$ cat config.mk
export PLATFORM = sky130hd
export DESIGN_NAME = reset_boot_sequencer
export DESIGN_NICKNAME = d
export VERILOG_FILES = /design/src/common/boot_pkg.sv /design/src/hdl/reset_boot_sequencer.sv /design/src/hdl/rom_word_packer.sv /design/src/hdl/test_port_ctl.sv
export VERILOG_INCLUDE_DIRS = /design/src /design/src/common
export SDC_FILE = /design/constraint.sdc
export NUM_CORES = 1
export LEC_CHECK = 0
export BUFFER_PORTS_ARGS = -buffer_cell sky130_fd_sc_hd__clkbuf_2
export CAP_MARGIN = 30
export CORE_UTILIZATION = 50
export CTS_BUF_LIST = sky130_fd_sc_hd__clkbuf_16
export DETAILED_ROUTE_END_ITERATION = 8
export GPL_TIMING_DRIVEN = 1
export MAX_ROUTING_LAYER = met4
export PLACE_DENSITY = 0.78
export SLEW_MARGIN = 10
export SYNTH_ARGS = -nofsm -noshare
export SYNTH_HDL_FRONTEND = slang
export SYNTH_HIERARCHICAL = 1
export SYNTH_SLANG_ARGS = --single-unit
$ cat constraint.sdc
create_clock -name mclk -period 2.97 [get_ports mclk]
set_input_delay 0.1485 -clock mclk [delete_from_list [all_inputs] [get_ports mclk]]
set_output_delay 0.1485 -clock mclk [all_outputs]
set_load 0.05 [all_outputs]
$ cat src/common/boot_consts.svh
`ifndef BOOT_CONSTS_SVH
`define BOOT_CONSTS_SVH

// ==========================================
// clock and timing
`define CLK_PERIOD_NS    8
`define ROM_ACCESS_NS    64
`define ROM_ACCESS_CYC   ((`ROM_ACCESS_NS + `CLK_PERIOD_NS - 1) / `CLK_PERIOD_NS)

// ==========================================
// boot copy geometry
`define BOOT_VECTOR      32'h0000_0000
`define COPY_BYTES       1024
`define COPY_LAST_WORD   8'hFF
`define ROM_AW           10

// ==========================================
// reset values
`define DEBUG_MODE_RST   2'h0
`define TEST_PREV_RST    1'h1

`endif

$ cat src/common/boot_pkg.sv
package boot_pkg;

    typedef enum logic [1:0] {
        BOOT_EMU  = 2'b00,
        BOOT_HOST = 2'b01,
        BOOT_ROM  = 2'b10,
        BOOT_RSVD = 2'b11
    } boot_mode_t;

    typedef enum logic [1:0] {
        ROM_W8   = 2'b00,
        ROM_W16  = 2'b01,
        ROM_W32  = 2'b10,
        ROM_WRSV = 2'b11
    } rom_width_t;

    typedef enum logic [2:0] {
        ST_LATCH = 3'b000,
        ST_HOST  = 3'b001,
        ST_EMU   = 3'b010,
        ST_COPY  = 3'b011,
        ST_RUN   = 3'b100
    } seq_state_t;

endpackage

$ cat src/hdl/reset_boot_sequencer.sv
// Functional notes
// - device reset low holds internal reset and every state at its initial value
// - internal reset release starts the processor in the selected boot mode
// - three boot modes: host load, emulator assisted, external ROM copy
// - host boot keeps CPU stalled, rest runs, host reaches memory
// - that bit in host boot releases the stall, CPU starts at zero
// - interrupt raised while stalled is not latched as a pending CPU interrupt
// - interrupt bit releases the stall in host and emulator boot, not in ROM boot
// - CPU clears the bit; while set, further interrupts are not accepted
// - ROM boot copies first 1 KB of chip select one to zero
// - narrow ROM bytes or halfwords packed into 32-bit words
// - ROM copy runs automatically as one single-frame block transfer
// - block transfer done releases the stall, execution starts at zero
// - device reset initialises core, test-port reset initialises emulation logic
// - only device reset release needed to boot; test port may stay reset
// - internal pulldown holds test-port reset asserted when undriven
// - first test-port reset rise after release latches the debug-mode pins
`timescale 1ns/10ps
`include "boot_consts.svh"

module reset_boot_sequencer (
    input  wire logic        mclk,
    input  wire logic        rst_n,
    input  wire logic [1:0]  boot_mode_sel,
    input  wire logic [1:0]  rom_width_sel,
    input  wire logic        big_endian,
    input  wire logic        host_irq_set,
    input  wire logic        cpu_irq_clear,
    input  wire logic        host_mem_req,
    input  wire logic        host_mem_we,
    input  wire logic [31:0] host_mem_addr,
    input  wire logic [31:0] host_mem_wdata,
    input  wire logic [31:0] rom_data,
    input  wire logic        test_rst_drive_en,
    input  wire logic        test_rst_level,
    input  wire logic [1:0]  debug_mode_pins,
    output logic             core_rst_n,
    output logic             cpu_stall,
    output logic             cpu_start,
    output logic [31:0]      cpu_start_addr,
    output logic             host_to_cpu_irq,
    output logic             cpu_irq_event,
    output logic             host_mem_ready,
    output logic             mem_req,
    output logic             mem_we,
    output logic [31:0]      mem_addr,
    output logic [31:0]      mem_wdata,
    output logic             ext_chip_select_one_n,
    output logic [9:0]       rom_addr,
    output logic [1:0]       boot_mode,
    output logic             copy_done,
    output logic             emu_logic_rst_n,
    output logic [1:0]       debug_mode,
    output logic             debug_mode_valid
);
    boot_pkg::seq_state_t state;
    boot_pkg::seq_state_t next_state;
    boot_pkg::rom_width_t rom_width;

    logic [7:0]  word_idx;
    logic        pack_wait;
    logic        word_done;
    logic [31:0] packed_word;

    // ==========================================
    // decode
    wire in_copy     = state == boot_pkg::ST_COPY;
    wire in_host     = state == boot_pkg::ST_HOST;
    wire in_emu      = state == boot_pkg::ST_EMU;
    wire in_run      = state == boot_pkg::ST_RUN;
    wire copy_finish = in_copy && word_done && word_idx == `COPY_LAST_WORD;
    wire pack_start  = in_copy && !pack_wait && !word_done;
    // host port is never stalled; it only yields while the copy owns memory
    wire host_take   = host_mem_req && host_mem_ready;
    // a set is refused while the bit stands, and never counts while stalled
    wire irq_accept  = host_irq_set && !host_to_cpu_irq;
    wire next_irq    = host_irq_set || (host_to_cpu_irq && !cpu_irq_clear);
    wire next_event  = irq_accept && in_run && !cpu_stall;
    wire next_stall  = next_state != boot_pkg::ST_RUN;
    wire next_start  = next_state == boot_pkg::ST_RUN && !in_run;

    assign host_mem_ready = !in_copy;
    assign cpu_start_addr = `BOOT_VECTOR;

    // ==========================================
    // boot sequence
    always_comb begin
        next_state = state;
        unique case (state)
            boot_pkg::ST_LATCH: begin
                // reserved code falls back to host boot, the safe stalled mode
                if (boot_mode_sel == boot_pkg::BOOT_ROM) begin
                    next_state = boot_pkg::ST_COPY;
                end else if (boot_mode_sel == boot_pkg::BOOT_EMU) begin
                    next_state = boot_pkg::ST_EMU;
                end else begin
                    next_state = boot_pkg::ST_HOST;
                end
            end
            boot_pkg::ST_HOST: begin
                if (host_to_cpu_irq) begin
                    next_state = boot_pkg::ST_RUN;
                end
            end
            boot_pkg::ST_EMU: begin
                // the emulator sets the same bit once its breakpoint is placed
                if (host_to_cpu_irq) begin
                    next_state = boot_pkg::ST_RUN;
                end
            end
            boot_pkg::ST_COPY: begin
                // interrupt bit has no say here, only the copy end
                if (copy_finish) begin
                    next_state = boot_pkg::ST_RUN;
                end
            end
            boot_pkg::ST_RUN: begin
                next_state = boot_pkg::ST_RUN;
            end
            default: begin
                next_state = boot_pkg::ST_LATCH;
            end
        endcase
    end

    always_ff @(posedge mclk or negedge rst_n) begin
        if (!rst_n) begin
            state      <= boot_pkg::ST_LATCH;
            core_rst_n <= 1'b0;
            cpu_stall  <= 1'b1;
            cpu_start  <= 1'b0;
        end else begin
            state      <= next_state;
            core_rst_n <= 1'b1;
            cpu_stall  <= next_stall;
            cpu_start  <= next_start;
        end
    end

    // ==========================================
    // strap capture at the first edge after release
    always_ff @(posedge mclk or negedge rst_n) begin
        if (!rst_n) begin
            boot_mode <= boot_pkg::BOOT_EMU;
            rom_width <= boot_pkg::ROM_W8;
        end else if (state == boot_pkg::ST_LATCH) begin
            boot_mode <= boot_mode_sel;
            rom_width <= boot_pkg::rom_width_t'(rom_width_sel);
        end
    end

    // ==========================================
    // host-to-CPU interrupt bit, set wins over clear
    always_ff @(posedge mclk or negedge rst_n) begin
        if (!rst_n) begin
            host_to_cpu_irq <= 1'b0;
            cpu_irq_event   <= 1'b0;
        end else begin
            host_to_cpu_irq <= next_irq;
            cpu_irq_event   <= next_event;
        end
    end

    // ==========================================
    // ROM block copy
    always_ff @(posedge mclk or negedge rst_n) begin
        if (!rst_n) begin
            word_idx  <= 8'h00;
            pack_wait <= 1'b0;
            copy_done <= 1'b0;
        end else begin
            if (pack_start) begin
                pack_wait <= 1'b1;
            end else if (word_done) begin
                pack_wait <= 1'b0;
            end
            if (in_copy && word_done) begin
                word_idx <= 8'(word_idx + 8'h01);
            end
            if (copy_finish) begin
                copy_done <= 1'b1;
            end
        end
    end

    // ==========================================
    // memory port: copy writes first, host otherwise
    always_ff @(posedge mclk or negedge rst_n) begin
        if (!rst_n) begin
            mem_req   <= 1'b0;
            mem_we    <= 1'b0;
            mem_addr  <= 32'h0000_0000;
            mem_wdata <= 32'h0000_0000;
        end else if (in_copy && word_done) begin
            mem_req   <= 1'b1;
            mem_we    <= 1'b1;
            mem_addr  <= `BOOT_VECTOR + {22'h000000, word_idx, 2'b00};
            mem_wdata <= packed_word;
        end else if (host_take) begin
            mem_req   <= 1'b1;
            mem_we    <= host_mem_we;
            mem_addr  <= host_mem_addr;
            mem_wdata <= host_mem_wdata;
        end else begin
            mem_req   <= 1'b0;
            mem_we    <= 1'b0;
        end
    end

    rom_word_packer u_packer (
        .mclk                  (mclk),
        .rst_n                 (rst_n),
        .start                 (pack_start),
        .word_addr             (word_idx),
        .width                 (rom_width),
        .big_endian            (big_endian),
        .rom_data              (rom_data),
        .ext_chip_select_one_n (ext_chip_select_one_n),
        .rom_addr              (rom_addr),
        .word                  (packed_word),
        .word_done             (word_done)
    );

    // test port runs on its own reset; boot never waits on it
    test_port_ctl u_test (
        .mclk              (mclk),
        .rst_n             (rst_n),
        .test_rst_drive_en (test_rst_drive_en),
        .test_rst_level    (test_rst_level),
        .debug_mode_pins   (debug_mode_pins),
        .emu_logic_rst_n   (emu_logic_rst_n),
        .debug_mode        (debug_mode),
        .debug_mode_valid  (debug_mode_valid)
    );

    // ==========================================
    // checks
    property p_start_boot;
        @(posedge mclk) disable iff (!rst_n)
        state == boot_pkg::ST_LATCH |=> state != boot_pkg::ST_LATCH;
    endproperty
    a_start_boot: assert property (p_start_boot) else $error("boot did not start");

    property p_host_release;
        @(posedge mclk) disable iff (!rst_n)
        in_host && host_to_cpu_irq |=> !cpu_stall && cpu_start;
    endproperty
    a_host_release: assert property (p_host_release) else $error("host boot not released");

    property p_emu_release;
        @(posedge mclk) disable iff (!rst_n)
        in_emu && host_to_cpu_irq |=> !cpu_stall && cpu_start;
    endproperty
    a_emu_release: assert property (p_emu_release) else $error("emu not released");

    property p_rom_no_irq_release;
        @(posedge mclk) disable iff (!rst_n)
        in_copy && !copy_finish |=> cpu_stall;
    endproperty
    a_rom_no_irq_release: assert property (p_rom_no_irq_release) else $error("stall dropped");

    property p_no_latch_stalled;
        @(posedge mclk) disable iff (!rst_n)
        cpu_stall |=> !cpu_irq_event;
    endproperty
    a_no_latch_stalled: assert property (p_no_latch_stalled) else $error("irq while stalled");

    property p_refuse_while_set;
        @(posedge mclk) disable iff (!rst_n)
        host_to_cpu_irq && host_irq_set |=> !cpu_irq_event && host_to_cpu_irq;
    endproperty
    a_refuse_while_set: assert property (p_refuse_while_set) else $error("irq accepted twice");

    property p_copy_release;
        @(posedge mclk) disable iff (!rst_n)
        copy_finish |=> cpu_start && !cpu_stall ##1 copy_done && !cpu_start;
    endproperty
    a_copy_release: assert property (p_copy_release) else $error("copy end no release");

    property p_copy_range;
        @(posedge mclk) disable iff (!rst_n)
        mem_we && boot_mode == boot_pkg::BOOT_ROM && !in_run |-> mem_addr < `COPY_BYTES;
    endproperty
    a_copy_range: assert property (p_copy_range) else $error("copy out of 1 KB");

    property p_strap_hold;
        @(posedge mclk) disable iff (!rst_n)
        state != boot_pkg::ST_LATCH && !in_run |=> $stable(boot_mode) && $stable(rom_width);
    endproperty
    a_strap_hold: assert property (p_strap_hold) else $error("strap changed in boot");

    property p_core_reset;
        @(posedge mclk) disable iff (!rst_n)
        !core_rst_n |-> cpu_stall && state == boot_pkg::ST_LATCH;
    endproperty
    a_core_reset: assert property (p_core_reset) else $error("reset state lost");

    property p_host_port_open;
        @(posedge mclk) disable iff (!rst_n)
        in_host && host_mem_req |=> mem_req && mem_addr == $past(host_mem_addr);
    endproperty
    a_host_port_open: assert property (p_host_port_open) else $error("host port blocked");

endmodule

$ cat src/hdl/rom_word_packer.sv
`timescale 1ns/10ps
`include "boot_consts.svh"

module rom_word_packer (
    input  wire logic                  mclk,
    input  wire logic                  rst_n,
    input  wire logic                  start,
    input  wire logic [7:0]            word_addr,
    input  wire boot_pkg::rom_width_t  width,
    input  wire logic                  big_endian,
    input  wire logic [31:0]           rom_data,
    output logic                       ext_chip_select_one_n,
    output logic [`ROM_AW-1:0]         rom_addr,
    output logic [31:0]                word,
    output logic                       word_done
);
    localparam int W8_SPAN = 4 * `ROM_ACCESS_CYC + 1;

    logic       busy;
    logic [1:0] part;
    logic [3:0] cnt;

    // ==========================================
    // lane selection
    wire is8       = width == boot_pkg::ROM_W8;
    wire is16      = width == boot_pkg::ROM_W16;
    wire last_cyc  = cnt == 4'(`ROM_ACCESS_CYC - 1);
    wire [1:0] part_last = is8 ? 2'h3 : (is16 ? 2'h1 : 2'h0);
    wire last_part = part == part_last;
    wire [`ROM_AW-1:0] step = is8 ? 10'h001 : (is16 ? 10'h002 : 10'h004);
    // first unit lands low for little endian, high for big endian
    wire [31:0] le8  = {rom_data[7:0], word[31:8]};
    wire [31:0] be8  = {word[23:0], rom_data[7:0]};
    wire [31:0] le16 = {rom_data[15:0], word[31:16]};
    wire [31:0] be16 = {word[15:0], rom_data[15:0]};
    wire [31:0] next_word = is8 ? (big_endian ? be8 : le8) :
                            is16 ? (big_endian ? be16 : le16) : rom_data;

    assign ext_chip_select_one_n = ~busy;

    always_ff @(posedge mclk or negedge rst_n) begin
        if (!rst_n) begin
            busy      <= 1'b0;
            part      <= 2'h0;
            cnt       <= 4'h0;
            rom_addr  <= 10'h000;
            word      <= 32'h0000_0000;
            word_done <= 1'b0;
        end else begin
            word_done <= busy && last_cyc && last_part;
            if (start && !busy) begin
                busy     <= 1'b1;
                part     <= 2'h0;
                cnt      <= 4'h0;
                rom_addr <= {word_addr, 2'b00};
            end else if (busy) begin
                cnt <= last_cyc ? 4'h0 : 4'(cnt + 4'h1);
                if (last_cyc) begin
                    word <= next_word;
                    if (last_part) begin
                        busy <= 1'b0;
                    end else begin
                        part     <= 2'(part + 2'h1);
                        rom_addr <= 10'(rom_addr + step);
                    end
                end
            end
        end
    end

    property p_w8_pack;
        @(posedge mclk) disable iff (!rst_n)
        start && !busy && is8 |-> ##W8_SPAN word_done;
    endproperty
    a_w8_pack: assert property (p_w8_pack) else $error("byte pack not four accesses");

endmodule

$ cat src/hdl/test_port_ctl.sv
`timescale 1ns/10ps
`include "boot_consts.svh"

module test_port_ctl (
    input  wire logic       mclk,
    input  wire logic       rst_n,
    input  wire logic       test_rst_drive_en,
    input  wire logic       test_rst_level,
    input  wire logic [1:0] debug_mode_pins,
    output logic            emu_logic_rst_n,
    output logic [1:0]      debug_mode,
    output logic            debug_mode_valid
);
    logic prev;

    // ==========================================
    // undriven pin reads low: emulation logic held in reset
    wire test_rst_eff = test_rst_drive_en & test_rst_level;
    wire rise = test_rst_eff & ~prev;

    assign emu_logic_rst_n = test_rst_eff;

    // prev resets high so a pin already high at release is no transition
    always_ff @(posedge mclk or negedge rst_n) begin
        if (!rst_n) begin
            prev             <= `TEST_PREV_RST;
            debug_mode       <= `DEBUG_MODE_RST;
            debug_mode_valid <= 1'b0;
        end else begin
            prev <= test_rst_eff;
            if (rise && !debug_mode_valid) begin
                debug_mode       <= debug_mode_pins;
                debug_mode_valid <= 1'b1;
            end
        end
    end

    property p_debug_latch;
        @(posedge mclk) disable iff (!rst_n)
        rise && !debug_mode_valid |=> debug_mode_valid && debug_mode == $past(debug_mode_pins);
    endproperty
    a_debug_latch: assert property (p_debug_latch) else $error("debug pins not latched");

    property p_latch_once;
        @(posedge mclk) disable iff (!rst_n)
        debug_mode_valid |=> $stable(debug_mode);
    endproperty
    a_latch_once: assert property (p_latch_once) else $error("debug mode relatched");

    property p_pulldown;
        @(posedge mclk) disable iff (!rst_n)
        !test_rst_drive_en |-> !emu_logic_rst_n;
    endproperty
    a_pulldown: assert property (p_pulldown) else $error("undriven pin left emu out of reset");

endmodule

**After elaboration in Yosys (flattened, before gate mapping)**

Cells that the tools add are included.

- Bits in registers: 142
- Input port bits: 111

- $add $sub $neg: 4
- Equal/unequal tests: 12
- Muxes and demuxes: 38
- Bitwise logic cells: 5
- Reductions and logical operators: 34

Operators by type and width:

| cell | number |
|---|---|
| two-way mux 32 bit | 8 |
| two-way mux 10 bit | 5 |
| logical AND 1 bit | 14 |
| two-way mux 2 bit | 6 |
| two-way mux 3 bit | 4 |
| two-way mux 4 bit | 3 |
| one-hot mux 3 bit (4 select lines) | 1 |
| two-way mux 1 bit | 11 |
| adder 10 bit | 1 |
| zero test 1 bit | 9 |
| adder 8 x 1 -> 8 bit (second input constant) | 1 |
| equality test 8 bit (second input constant) | 1 |
| nonzero test 2 bit | 4 |
| equality test 3 x 2 -> 1 bit (second input constant) | 2 |
| equality test 3 bit (second input constant) | 2 |
| AND reduction 3 bit | 2 |
| adder 4 x 1 -> 4 bit (second input constant) | 1 |
| equality test 4 x 3 -> 1 bit (second input constant) | 1 |
| zero test 2 bit | 2 |
| equality test 3 x 1 -> 1 bit (second input constant) | 1 |
| zero test 3 bit | 1 |
| inequality test 3 bit (second input constant) | 1 |
| inverter 1 bit | 3 |
| adder 2 x 1 -> 2 bit (second input constant) | 1 |
| 7 further kinds | 8 |

**Logic depth before layout (Yosys ltp)**

Gate-level depths: netlist (run 1).

- Depth in word-level cells: 8
- Mapped depth: 11
- Mapped depth without buffers: 9

**Hierarchy**

The synthesis (run 1) kept the hierarchy.

Modules (own cells, without submodules):

| module | times used | cells an instance | area an instance (µm²) | seq. area each (µm²) |
|---|---|---|---|---|
| reset_boot_sequencer | 1 | 406 | 4302.9 | 2203.4 |
| rom_word_packer | 1 | 317 | 3057.9 | 1251.2 |
| test_port_ctl | 1 | 10 | 153.9 | 101.3 |

**Least setup slack after synthesis (run 1)**

Ideal clock, no wire load.

- Path kind: register -> register
- Start point: register rom_width[1]
- End point: register u_packer.rom_addr[8]
- Setup time: 0.130 ns
- Arrival: 2.405 ns
- Data required time: 2.840 ns
- Path slack: 0.434 ns
- Stages on the path, launching flop included: 10
- Period minus slack after synthesis: 2.536 ns
- Path through: dfrtp_1 > inv_2 > buf_1 > nand2_1 > fa_1 > nor2b_1 > o21ai_0 > nor4_1 > xnor2_1 > o21ai_0

- Cells in the longest elaborated chain, start to end: 8

RTL lines:

| element | line | RTL |
|---|---|---|
| start: declaration | reset_boot_sequencer.sv:58 | `boot_pkg::rom_width_t rom_width;` |
| start signal: assignment | reset_boot_sequencer.sv:145 | `rom_width <= boot_pkg::ROM_W8;` |
| start signal: assignment | reset_boot_sequencer.sv:148 | `rom_width <= boot_pkg::rom_width_t'(rom_width_sel);` |
| equality test 2 x 1 -> 1 bit | rom_word_packer.sv:26 | `wire is16 = width == boot_pkg::ROM_W16;` |
| two-way mux 3 bit | rom_word_packer.sv:30 | `` wire [`ROM_AW-1:0] step = is8 ? 10'h001 : (is16 ? 10'h002 : 10'h004); `` |
| two-way mux 10 bit | rom_word_packer.sv:30 |  |
| adder 10 bit | rom_word_packer.sv:64 | `rom_addr <= 10'(rom_addr + step);` |
| two-way mux 10 bit | rom_word_packer.sv:60 | `if (last_part) begin` |
| two-way mux 10 bit | rom_word_packer.sv:58 | `if (last_cyc) begin` |
| two-way mux 10 bit | rom_word_packer.sv:56 | `end else if (busy) begin` |
| two-way mux 10 bit | rom_word_packer.sv:51 | `if (start && !busy) begin` |
| end signal: assignment | rom_word_packer.sv:55 | `rom_addr <= {word_addr, 2'b00};` |
| end signal: assignment | rom_word_packer.sv:64 |  |
| end: declaration | rom_word_packer.sv:13 | `` output logic [`ROM_AW-1:0] rom_addr, `` |

Several ways; a longest one is shown, not always the timed one. The select of a mux whose other input is x is not followed.
A chain may end at the register's enable or synchronous reset.

**Final worst setup path (run 1)**

- Start point: register state[2]
- End point: output port host_mem_ready

- Cells in the longest elaborated chain, start to end: 2

RTL lines:

| element | line | RTL |
|---|---|---|
| start: declaration | reset_boot_sequencer.sv:56 | `boot_pkg::seq_state_t state;` |
| start signal: assignment | reset_boot_sequencer.sv:128 | `state <= boot_pkg::ST_LATCH;` |
| start signal: assignment | reset_boot_sequencer.sv:133 | `state <= next_state;` |
| equality test 3 x 2 -> 1 bit | reset_boot_sequencer.sv:67 | `wire in_copy = state == boot_pkg::ST_COPY;` |
| zero test 1 bit | reset_boot_sequencer.sv:82 | `assign host_mem_ready = !in_copy;` |
| end: declaration | reset_boot_sequencer.sv:43 | `output logic host_mem_ready,` |

No other way between the ends.

==> flow_summary.yaml, run 1 <==
final_layout:
  syn_to_final_growth_pct: 24.3
  final_cells: 1137
  multi_input_area_mm2: 0.00349
  final-seq-area_mm2: 0.00356
  layout-drive-gt1-share_pct: 28.6
  design_area_mm2: 0.00934
  nets: 1056
  fillers: 1133
floorplanning:
  rows: 44
  die_w_um: 125
  dieArea_mm2: 0.0155
  ios: 233
  initial_utilization_pct: 51.5
  die_h_um: 125
  core_mm2: 0.0146
setup_path:
  path_class: "reg -> out"
  cp_slowest_cell: "dfrtp_1"
  cp.required_ns: 2.82
  r2r_start: "u_packer/cnt[0]$_DFFE_PN0P_"
  end_kind: "primary output"
  cp_max_fo: 42
  path_depth: 3
  arrival_ns: 2.12
  cp_num_buf_inv: 2
  cp-start-kind: "flip-flop"
  reg2reg_depth: 7
  max_stage_delay_ns: 0.50
  ff2ff_setup_slack_ns: 0.76
  rr_endpoint: "u_packer/rom_addr[7]$_DFFE_PN0P_"
  path_delay_family: "buffers and inverters"
  cp_cell_sequence: "nand3b_4 > buf_4 > clkbuf_2"
clock_tree:
  cts_setup_buffers: 0
  cts-htree-levels: 4
  clk_pin_slew_ns: 0.06
  post_cts_resized: 0
  cts_root_buffer: "clkbuf_16"
  clock_latency_ns: 0.41
  cts.path.max_buffers: 2
  numCtsBuffers: 17
  ctsHoldBuffers: 34
  clock_sinks: 142
  cts_tree: "built"
sta:
  skew_ns: 0.00868
  max_slew_margin_pct: 43.2
  fin_crit_ns: 2.27
  finalHoldViolations: 0
  fin_hold_ws_ns: 0.0203
  period_share_pct: 76.4
  rsz0062_at_grt: "false"
  finalWorstSetupSlack_ns: 0.702
  fmax_mhz: 441
  worst_slew_pin_slew_ns: 0.846
  fin_tns_setup_ns: 0
  setup_viol: 0
  slew_viol_final: 0
synthesis:
  synth_area_mm2: 0.00751
  synth_compound_area_share_pct: 14.4
  synthMuxAreaShare_pct: 10.2
  synthMostInstantiatedCell: "dfrtp_1"
  synth_top_family_by_area: "simple AND/OR/NAND/NOR gates"
  netlist.area_leader.share_pct: 46.6
  synthCells: 733
  synth-xor-area-share_pct: 1.98
  synth_fa_ha_area_share_pct: 1.10
  synth_edf_count: 0
  ys_ff_latch: 142
  synth_simple_gate_area_share_pct: 17.0
  synth_top_area_cell: "dfrtp_1"
  synth_warnings: 6
  async_flop_share_pct: 100
  synth_cell_types: 54
  synth_commonest_cells: "dfrtp_1, nand2_1, o21ai_0, and3_1, and2_1"
  synthFlopType: "dfrtp_1"
  yosysSeqAreaShare_pct: 47.3
  syn_avg_cell_area_um2: 10.3
  synth_area_leaders: "dfrtp_1, o21ai_0, a221o_1"
pwr:
  power_switching_uw: 1380
  peakVddDrop_mv: 0.346
  p_sw_share_pct: 28.8
  combPwrFrac_pct: 14.3
  p_leak_uw: 0.00462
  p_seq_share_pct: 44.2
  power.density_mw_per_mm2: 512
  power_frac_clock_pct: 41.5
  p_int_uw: 3410
detailed_routing:
  met3_length_mm: 1.61
  drc: 0
  ant_nets: 0
  vias_per_cell: 5.69
  vias: 6468
  dr.max_layer_used: "met4"
  first_pass_iters: 6
  wl_met2_mm: 9.63
  drt_iter0_drc: 630
  wl_per_cell_um: 18.0
  m1WireLength_mm: 8.81
  wirelength_mm: 20.4
run:
  max_cap_violations: 0
placement:
  post-place-ws_ns: 0.770
  placed_area_mm2: 0.00845
  place_congestion: 0.860
  dp.cells: 1070
  io_buffers: 200
  dpl.hpwl_mm: 13.5
worst_hold_path:
  hold_class: "in -> reg"
  min_from: "host_mem_addr[21]"
  min_to: "mem_addr[21]$_DFFE_PN0P_"
  hold-path-cell-count: 3
grt:
  overflow: 0
  grt_pass1_wl_mm: 32.9
  grtUsageTotal_pct: 27.7
  grt_max_degree: 74
  grt_pass1_vias: 6101
  antenna_found_initial: 0
status:
  outcome: "finished clean"
-- cell families after synthesis --
| group | count (synthesis) |
|---|---|
| AND/OR/NAND/NOR | 245 |
| AO/OA/AOI/OAI | 164 |
| flip-flops | 142 |
| buffers and inverters | 101 |
| multiplexers | 56 |
| XOR/XNOR | 17 |
| adder cells (fa/ha/maj) | 6 |
| other | 2 |
-- power groups by stage --
stage	Combinational, uW	Clock, uW	Sequential, uW
final	685	1990	2110
after global routing	733	2110	2120
after CTS	685	2020	2110
after detailed placement	644	0	2140
after global placement	637	0	2140
after floorplan	320	0	2260
-- cells in the final DEF, fill, tap and decap left out, drive strengths merged, types with 16 or more instances in the layout --
cell,n
dfrtp,140
buf,16
nand3,30
and3,41
mux2i,33
nand2,93
a221o,37
clkbuf,216
and2,40
o21ai,92
conb,33
dlygate4sd3,34
mux4,16
-- flip-flops by register name, summed over array words and instances, names as in the netlist, 2 cells and up --
signal / cells
boot_mode: 2
mem_addr: 32
mem_wdata: 32
rom_width: 2
state: 3
u_packer/cnt: 4
u_packer/part: 2
u_packer/rom_addr: 10
u_packer/word: 32
u_test/debug_mode: 2
word_idx: 8
-- how the worst max path moves through the flow --
stage / startpoint / end / slack (ns)
after detailed placement: u_packer/cnt[0]$_DFFE_PN0P_ / u_packer/rom_addr[8]$_DFFE_PN0P_ / 0.77
after global routing: rom_width[1]$_DFFE_PN0P_ / u_packer/rom_addr[8]$_DFFE_PN0P_ / 0.54
after CTS: state[2]$_DFF_PN0_ / host_mem_ready / 0.70
after global placement: u_packer/cnt[0]$_DFFE_PN0P_ / u_packer/rom_addr[7]$_DFFE_PN0P_ / 0.84
after floorplan: rom_width[1]$_DFFE_PN0P_ / u_packer/rom_addr[8]$_DFFE_PN0P_ / 0.43
final: state[2]$_DFF_PN0_ / host_mem_ready / 0.70
-- through the flow --
stage | power, uW | utilization (%)
floorplan | 2590 | -
global placement | 2780 | 57.8
detailed placement | 2790 | 57.9
CTS | 4810 | 64.0
global route | 4960 | 64.0
finish | 4790 | 64.0
-- worst min-delay path, delay by kind of cell --
family / cells / cell delay [ns]
compound gates: 1 / 0.10
simple gates: 1 / 0.06
buf+inv: 1 / 0.09
-- layer usage --
layer | vias up | track usage, %
met4 | 0 | 8.79
met5 | - | -
met1 | 3145 | 37.9
li1 | 2994 | -
met2 | 305 | 41.7
met3 | 24 | 5.24
-- final cells by class --
| cell class | count | share of cell area, % |
|---|---|---|
| Multi-Input combinational cell | 521 | 37.3 |
| Timing Repair Buffer | 249 | 15.9 |
| Clock buffer | 17 | 4.56 |
| Inverter | 8 | 0.322 |
| Antenna cell | 1 | 0.0268 |
| Clock inverter | 15 | 1.33 |
| Tap cell | 184 | 2.47 |
| Sequential cell | 142 | 38.1 |
Power figures use the tool's default switching activity.
==> inputs of run 2 (changes only) <==
==> constraint.sdc (replaced) <==
create_clock -name mclk -period 2.3 [get_ports mclk]
set_input_delay 0.115 -clock mclk [delete_from_list [all_inputs] [get_ports mclk]]
set_output_delay 0.115 -clock mclk [all_outputs]
set_load 0.05 [all_outputs]
==> flow_summary.yaml, run 2 (synthesis gave the netlist of run 1 again) <==
worst_hold_path:
  min_to: "u_packer/word[29]$_DFFE_PN0P_"
  min_from: "rom_data[29]"
  hold-path-cell-count: 3
  hold_class: "in -> reg"
sta:
  finalHoldViolations: 0
  setup_viol: 0
  fmax_mhz: 460
  fin_tns_setup_ns: 0
  rsz0062_at_grt: "false"
  slew_viol_final: 0
  fin_crit_ns: 2.17
  max_slew_margin_pct: 45.7
  worst_slew_pin_slew_ns: 0.814
  fin_hold_ws_ns: 0.0175
  skew_ns: 0.00785
  period_share_pct: 94.4
final_layout:
  layout-drive-gt1-share_pct: 29.1
  nets: 1072
  n_antenna_cell: 0
  syn_to_final_growth_pct: 28.0
  top_regs: "mem_addr (32), mem_wdata (32), u_packer/word (32)"
  most-common-layout-cells: "clkbuf_2, dfrtp_1, nand2_1"
  mostFrequentLayoutCell: "clkbuf_2"
detailed_routing:
  drt_iter0_drc: 531
  first_pass_iters: 5
  wl_per_cell_um: 18.1
  drc: 0
  ant_nets: 0
  vias: 6513
  wirelength_mm: 20.8
  vias_per_cell: 5.65
floorplanning:
  core_mm2: 0.0146
  rows: 44
  dieArea_mm2: 0.0155
  initial_utilization_pct: 51.5
  ios: 233
  die_h_um: 125
  die_w_um: 125
grt:
  grt_pass1_wl_mm: 33.5
  overflow: 0
  antenna_found_initial: 0
  grt_max_degree: 74
  grt_pass1_vias: 6159
  grtUsageTotal_pct: 28.6
pwr:
  peakVddDrop_mv: 0.559
  p_leak_uw: 0.00475
  power.density_mw_per_mm2: 690
  total_power_uw: 6640
clock_tree:
  numCtsBuffers: 17
  cts-htree-levels: 4
  cts_root_buffer: "clkbuf_16"
  clk_pin_slew_ns: 0.06
  cts_tree: "built"
  clock_latency_ns: 0.42
  cts.path.max_buffers: 2
  clock_sinks: 142
setup_path:
  arrival_ns: 2.46
  path_class: "reg -> reg"
  ff2ff_setup_slack_ns: 0.13
  end_kind: "flip-flop"
  cp_max_fo: 6
  reg2reg_depth: 9
  rr_endpoint: "u_packer/rom_addr[8]$_DFFE_PN0P_"
  cp.required_ns: 2.59
  cp-start-kind: "flip-flop"
  r2r_start: "rom_width[1]$_DFFE_PN0P_"
status:
  outcome: "finished clean"
placement:
  dpl.hpwl_mm: 13.8
  place_congestion: 0.853
  io_buffers: 200
run:
  max_cap_violations: 0
[run 2: routing by layer]
metal | GRT usage, % | vias up | wire, um
met1 | 39.1 | 3155 | 9090
met2 | 41.3 | 296 | 9520
met4 | 12.4 | 0 | 638
li1 | - | 3019 | -
met3 | 5.93 | 43 | 1580
met5 | - | - | 0
[run 2: how the worst max path moves through the flow]
stage / cells past startpoint / endpoint / slack (ns) / start
floorplan: 9 / u_packer/rom_addr[8]$_DFFE_PN0P_ / 0.003 / rom_width[1]$_DFFE_PN0P_
global placement: 7 / u_packer/rom_addr[7]$_DFFE_PN0P_ / 0.17 / u_packer/cnt[0]$_DFFE_PN0P_
detailed placement: 7 / u_packer/rom_addr[7]$_DFFE_PN0P_ / 0.1 / u_packer/cnt[0]$_DFFE_PN0P_
CTS: 7 / u_packer/rom_addr[7]$_DFFE_PN0P_ / 0.01 / u_packer/cnt[0]$_DFFE_PN0P_
global route: 6 / u_packer/rom_addr[9]$_DFFE_PN0P_ / 0.005 / u_packer/cnt[0]$_DFFE_PN0P_
finish: 9 / u_packer/rom_addr[8]$_DFFE_PN0P_ / 0.13 / rom_width[1]$_DFFE_PN0P_
[run 2: final cells by class]
type | instances | area (um^2)
Tap cell | 184 | 230
Clock buffer | 17 | 425
Clock inverter | 15 | 219
Fill cell | 1130 | 4970
Multi-Input combinational cell | 521 | 3500
Sequential cell | 142 | 3560
Inverter | 8 | 30.0
Timing Repair Buffer | 265 | 1660
[run 2: through the flow]
stage	util (%)	cells	instance area [um^2]	worst slack, ns
after floorplan	-	764	7630	0.00290
after CTS	65.8	1152	9600	0.0128
after global routing	65.9	1152	9620	0.00489
after detailed placement	58.4	1076	8520	0.0953
final	65.9	1152	9620	0.128
after global placement	58.4	1076	8520	0.175
[run 2: worst max-delay path, cell delays in order, from the launching register on]
cell and delay (ns):
dfrtp_1 0.43, nor2_1 0.13, ha_1 0.17, inv_1 0.06, fa_1 0.38, nor2b_1 0.16, o21ai_0 0.15, nor4_1 0.33
xnor2_1 0.15, o21ai_0 0.09
[run 2: where the power goes]
group,switching [uW],internal (uW)
logic,571,332
clock network,1080,1920
registers,125,2610
total,1770,4870
[run 2: what timing repair did]
item                                   CTS  global route
endpoints found under the hold margin  102             0
setup buffers                            0             0
hold buffers                            44             0
resized for setup                        0             4
setup endpoints to repair                0             5
==> inputs of run 3 (changes only) <==
--- a/config.mk
+++ b/config.mk
@@ -11,7 +11,7 @@
 export CORE_UTILIZATION = 50
 export CTS_BUF_LIST = sky130_fd_sc_hd__clkbuf_16
 export DETAILED_ROUTE_END_ITERATION = 8
-export GPL_TIMING_DRIVEN = 1
+export GPL_TIMING_DRIVEN = 0
 export MAX_ROUTING_LAYER = met4
 export PLACE_DENSITY = 0.78
 export SLEW_MARGIN = 10
==> flow_summary.yaml, run 3 (synthesis gave the netlist of run 1 again) <==
clock_tree:
  cts.path.max_buffers: 2
  numCtsBuffers: 17
  cts_tree: "built"
  clk_pin_slew_ns: 0.06
  cts_root_buffer: "clkbuf_16"
  clock_latency_ns: 0.42
  cts-htree-levels: 4
  clock_sinks: 142
sta:
  finalHoldViolations: 0
  skew_ns: 0.00503
  worst_slew_pin_slew_ns: 0.804
  period_share_pct: 97.8
  max_slew_margin_pct: 46.0
  fin_crit_ns: 2.25
  rsz0062_at_grt: "true"
  slew_viol_final: 0
  fin_hold_ws_ns: 0.0146
  fmax_mhz: 445
  setup_viol: 0
floorplanning:
  dieArea_mm2: 0.0155
  ios: 233
  die_w_um: 125
  die_h_um: 125
  rows: 44
  core_mm2: 0.0146
  initial_utilization_pct: 51.5
detailed_routing:
  wl_per_cell_um: 18.4
  vias_per_cell: 5.66
  drt_iter0_drc: 589
  first_pass_iters: 6
  ant_nets: 0
  vias: 6932
  wirelength_mm: 22.6
  drc: 0
pwr:
  power.density_mw_per_mm2: 631
  peakVddDrop_mv: 0.610
  p_leak_uw: 0.00498
setup_path:
  cp_num_buf_inv: 2
  cp_max_fo: 10
  cp_slowest_cell: "dfrtp_2"
  cp-start-kind: "flip-flop"
  path_class: "reg -> reg"
  path_depth: 10
  max_stage_delay_ns: 0.47
  path_delay_family: "simple AND/OR/NAND/NOR gates"
  reg2reg_depth: 10
  end_kind: "flip-flop"
  cp_cell_sequence: "buf_8 > nor2_2 > ha_2 > inv_1 > fa_2 > nor2b_4 > o21ai_2 > nor4_2 > xnor2_1 > o21ai_0"
  cp.required_ns: 2.59
  arrival_ns: 2.54
placement:
  place_congestion: 0.930
  dpl.hpwl_mm: 16.0
  placed_area_mm2: 0.00889
  io_buffers: 199
grt:
  grt_pass1_wl_mm: 36.0
  grt_max_degree: 77
  overflow: 0
  grtUsageTotal_pct: 30.7
  grt_pass1_vias: 6700
  antenna_found_initial: 0
final_layout:
  syn_to_final_growth_pct: 32.8
  most-common-layout-cells: "clkbuf_2, dfrtp_1, nand2_1"
  top_regs: "mem_addr (32), mem_wdata (32), u_packer/word (32)"
  mostFrequentLayoutCell: "clkbuf_2"
  fillers: 1126
  layout-drive-gt1-share_pct: 32.0
  nets: 1143
  design_area_mm2: 0.00998
worst_hold_path:
  hold_class: "in -> reg"
  hold-path-cell-count: 3
run:
  max_cap_violations: 0
status:
  outcome: "finished clean"
[run 3: cell types whose count changed in the layout (fill, tap and decap cells not counted), moves of 4 or more]
cell / before / now
clkbuf_1: 0 / 26
buf_12: 4 / 0
clkinv_2: 1 / 7
buf_2: 0 / 15
buf_4: 16 / 35
buf_6: 2 / 10
[run 3: layout make-up]
type                            instances  area [um^2]  area share [%]
Timing Repair Buffer                  245         1480            14.8
Sequential cell                       142         3560            35.6
Buffer                                 91          579            5.81
Antenna cell                            1         2.50          0.0251
Tap cell                              184          230            2.31
Multi-Input combinational cell        521         3540            35.5
Clock buffer                           17          425            4.26
Clock inverter                         15          129            1.29
Inverter                                8         35.0           0.351
[run 3: layer usage]
layer	global-route usage, %	vias up	routed length (um)
met5	-	-	0
met4	12.3	0	657
met3	6.83	53	2160
met2	45.8	372	10500
met1	40.7	3332	9260
li1	-	3175	-
[run 3: stage by stage]
step           power (uW)  TNS (ns)  cells  util [%]  worst slack (ns)
4_1_cts              6310   -0.0206   1223      68.0           -0.0206
2_1_floorplan        3340         0    764         -           0.00290
5_1_grt              6530    -0.252   1223      68.4           -0.0717
3_3_place_gp         3640   -184.53   1147      60.7             -1.30
6_report             6300         0   1224      68.4            0.0515
3_5_place_dp         3660     -3.21   1148      61.0            -0.413
[run 3: worst paths after layout]
path | slack [ns] | to | startpoint
setup / recovery | 0.05 | u_packer/rom_addr[8]$_DFFE_PN0P_ | rom_width[1]$_DFFE_PN0P_
hold / removal | 0.01 | u_packer/word[28]$_DFFE_PN0P_ | rom_data[28]
setup reg to reg | 0.05 | u_packer/rom_addr[8]$_DFFE_PN0P_ | rom_width[1]$_DFFE_PN0P_
hold reg to reg | 0.47 | copy_done$_DFFE_PN0P_ | copy_done$_DFFE_PN0P_
max in group asynchronous | 1.23 | cpu_stall$_DFF_PN1_ | rst_n
min in group asynchronous | 0.28 | mem_wdata[15]$_DFFE_PN0P_ | rst_n
[run 3: where the power goes]
part           internal (uW)  total, uW  switching, uW
Clock                   1570       2600           1040
Combinational            368        958            590
Sequential              2610       2740            126
Total                   4540       6300           1750
[run 3: worst reg2reg max path, cell delays in order (launching register included)]
cell     delay [ns]
dfrtp_2        0.47
buf_8          0.17
nor2_2         0.12
ha_2           0.19
inv_1          0.05
fa_2           0.36
nor2b_4        0.14
o21ai_2        0.10
nor4_2         0.29
xnor2_1        0.15
o21ai_0        0.09
[run 3: repair_timing]
item	4_1_cts	5_1_grt
resized for setup	15	15
pin swaps	1	2
hold endpoints to repair	107	0
endpoints found under the setup margin	39	41
hold buffers	44	0
buffers inserted	0	1
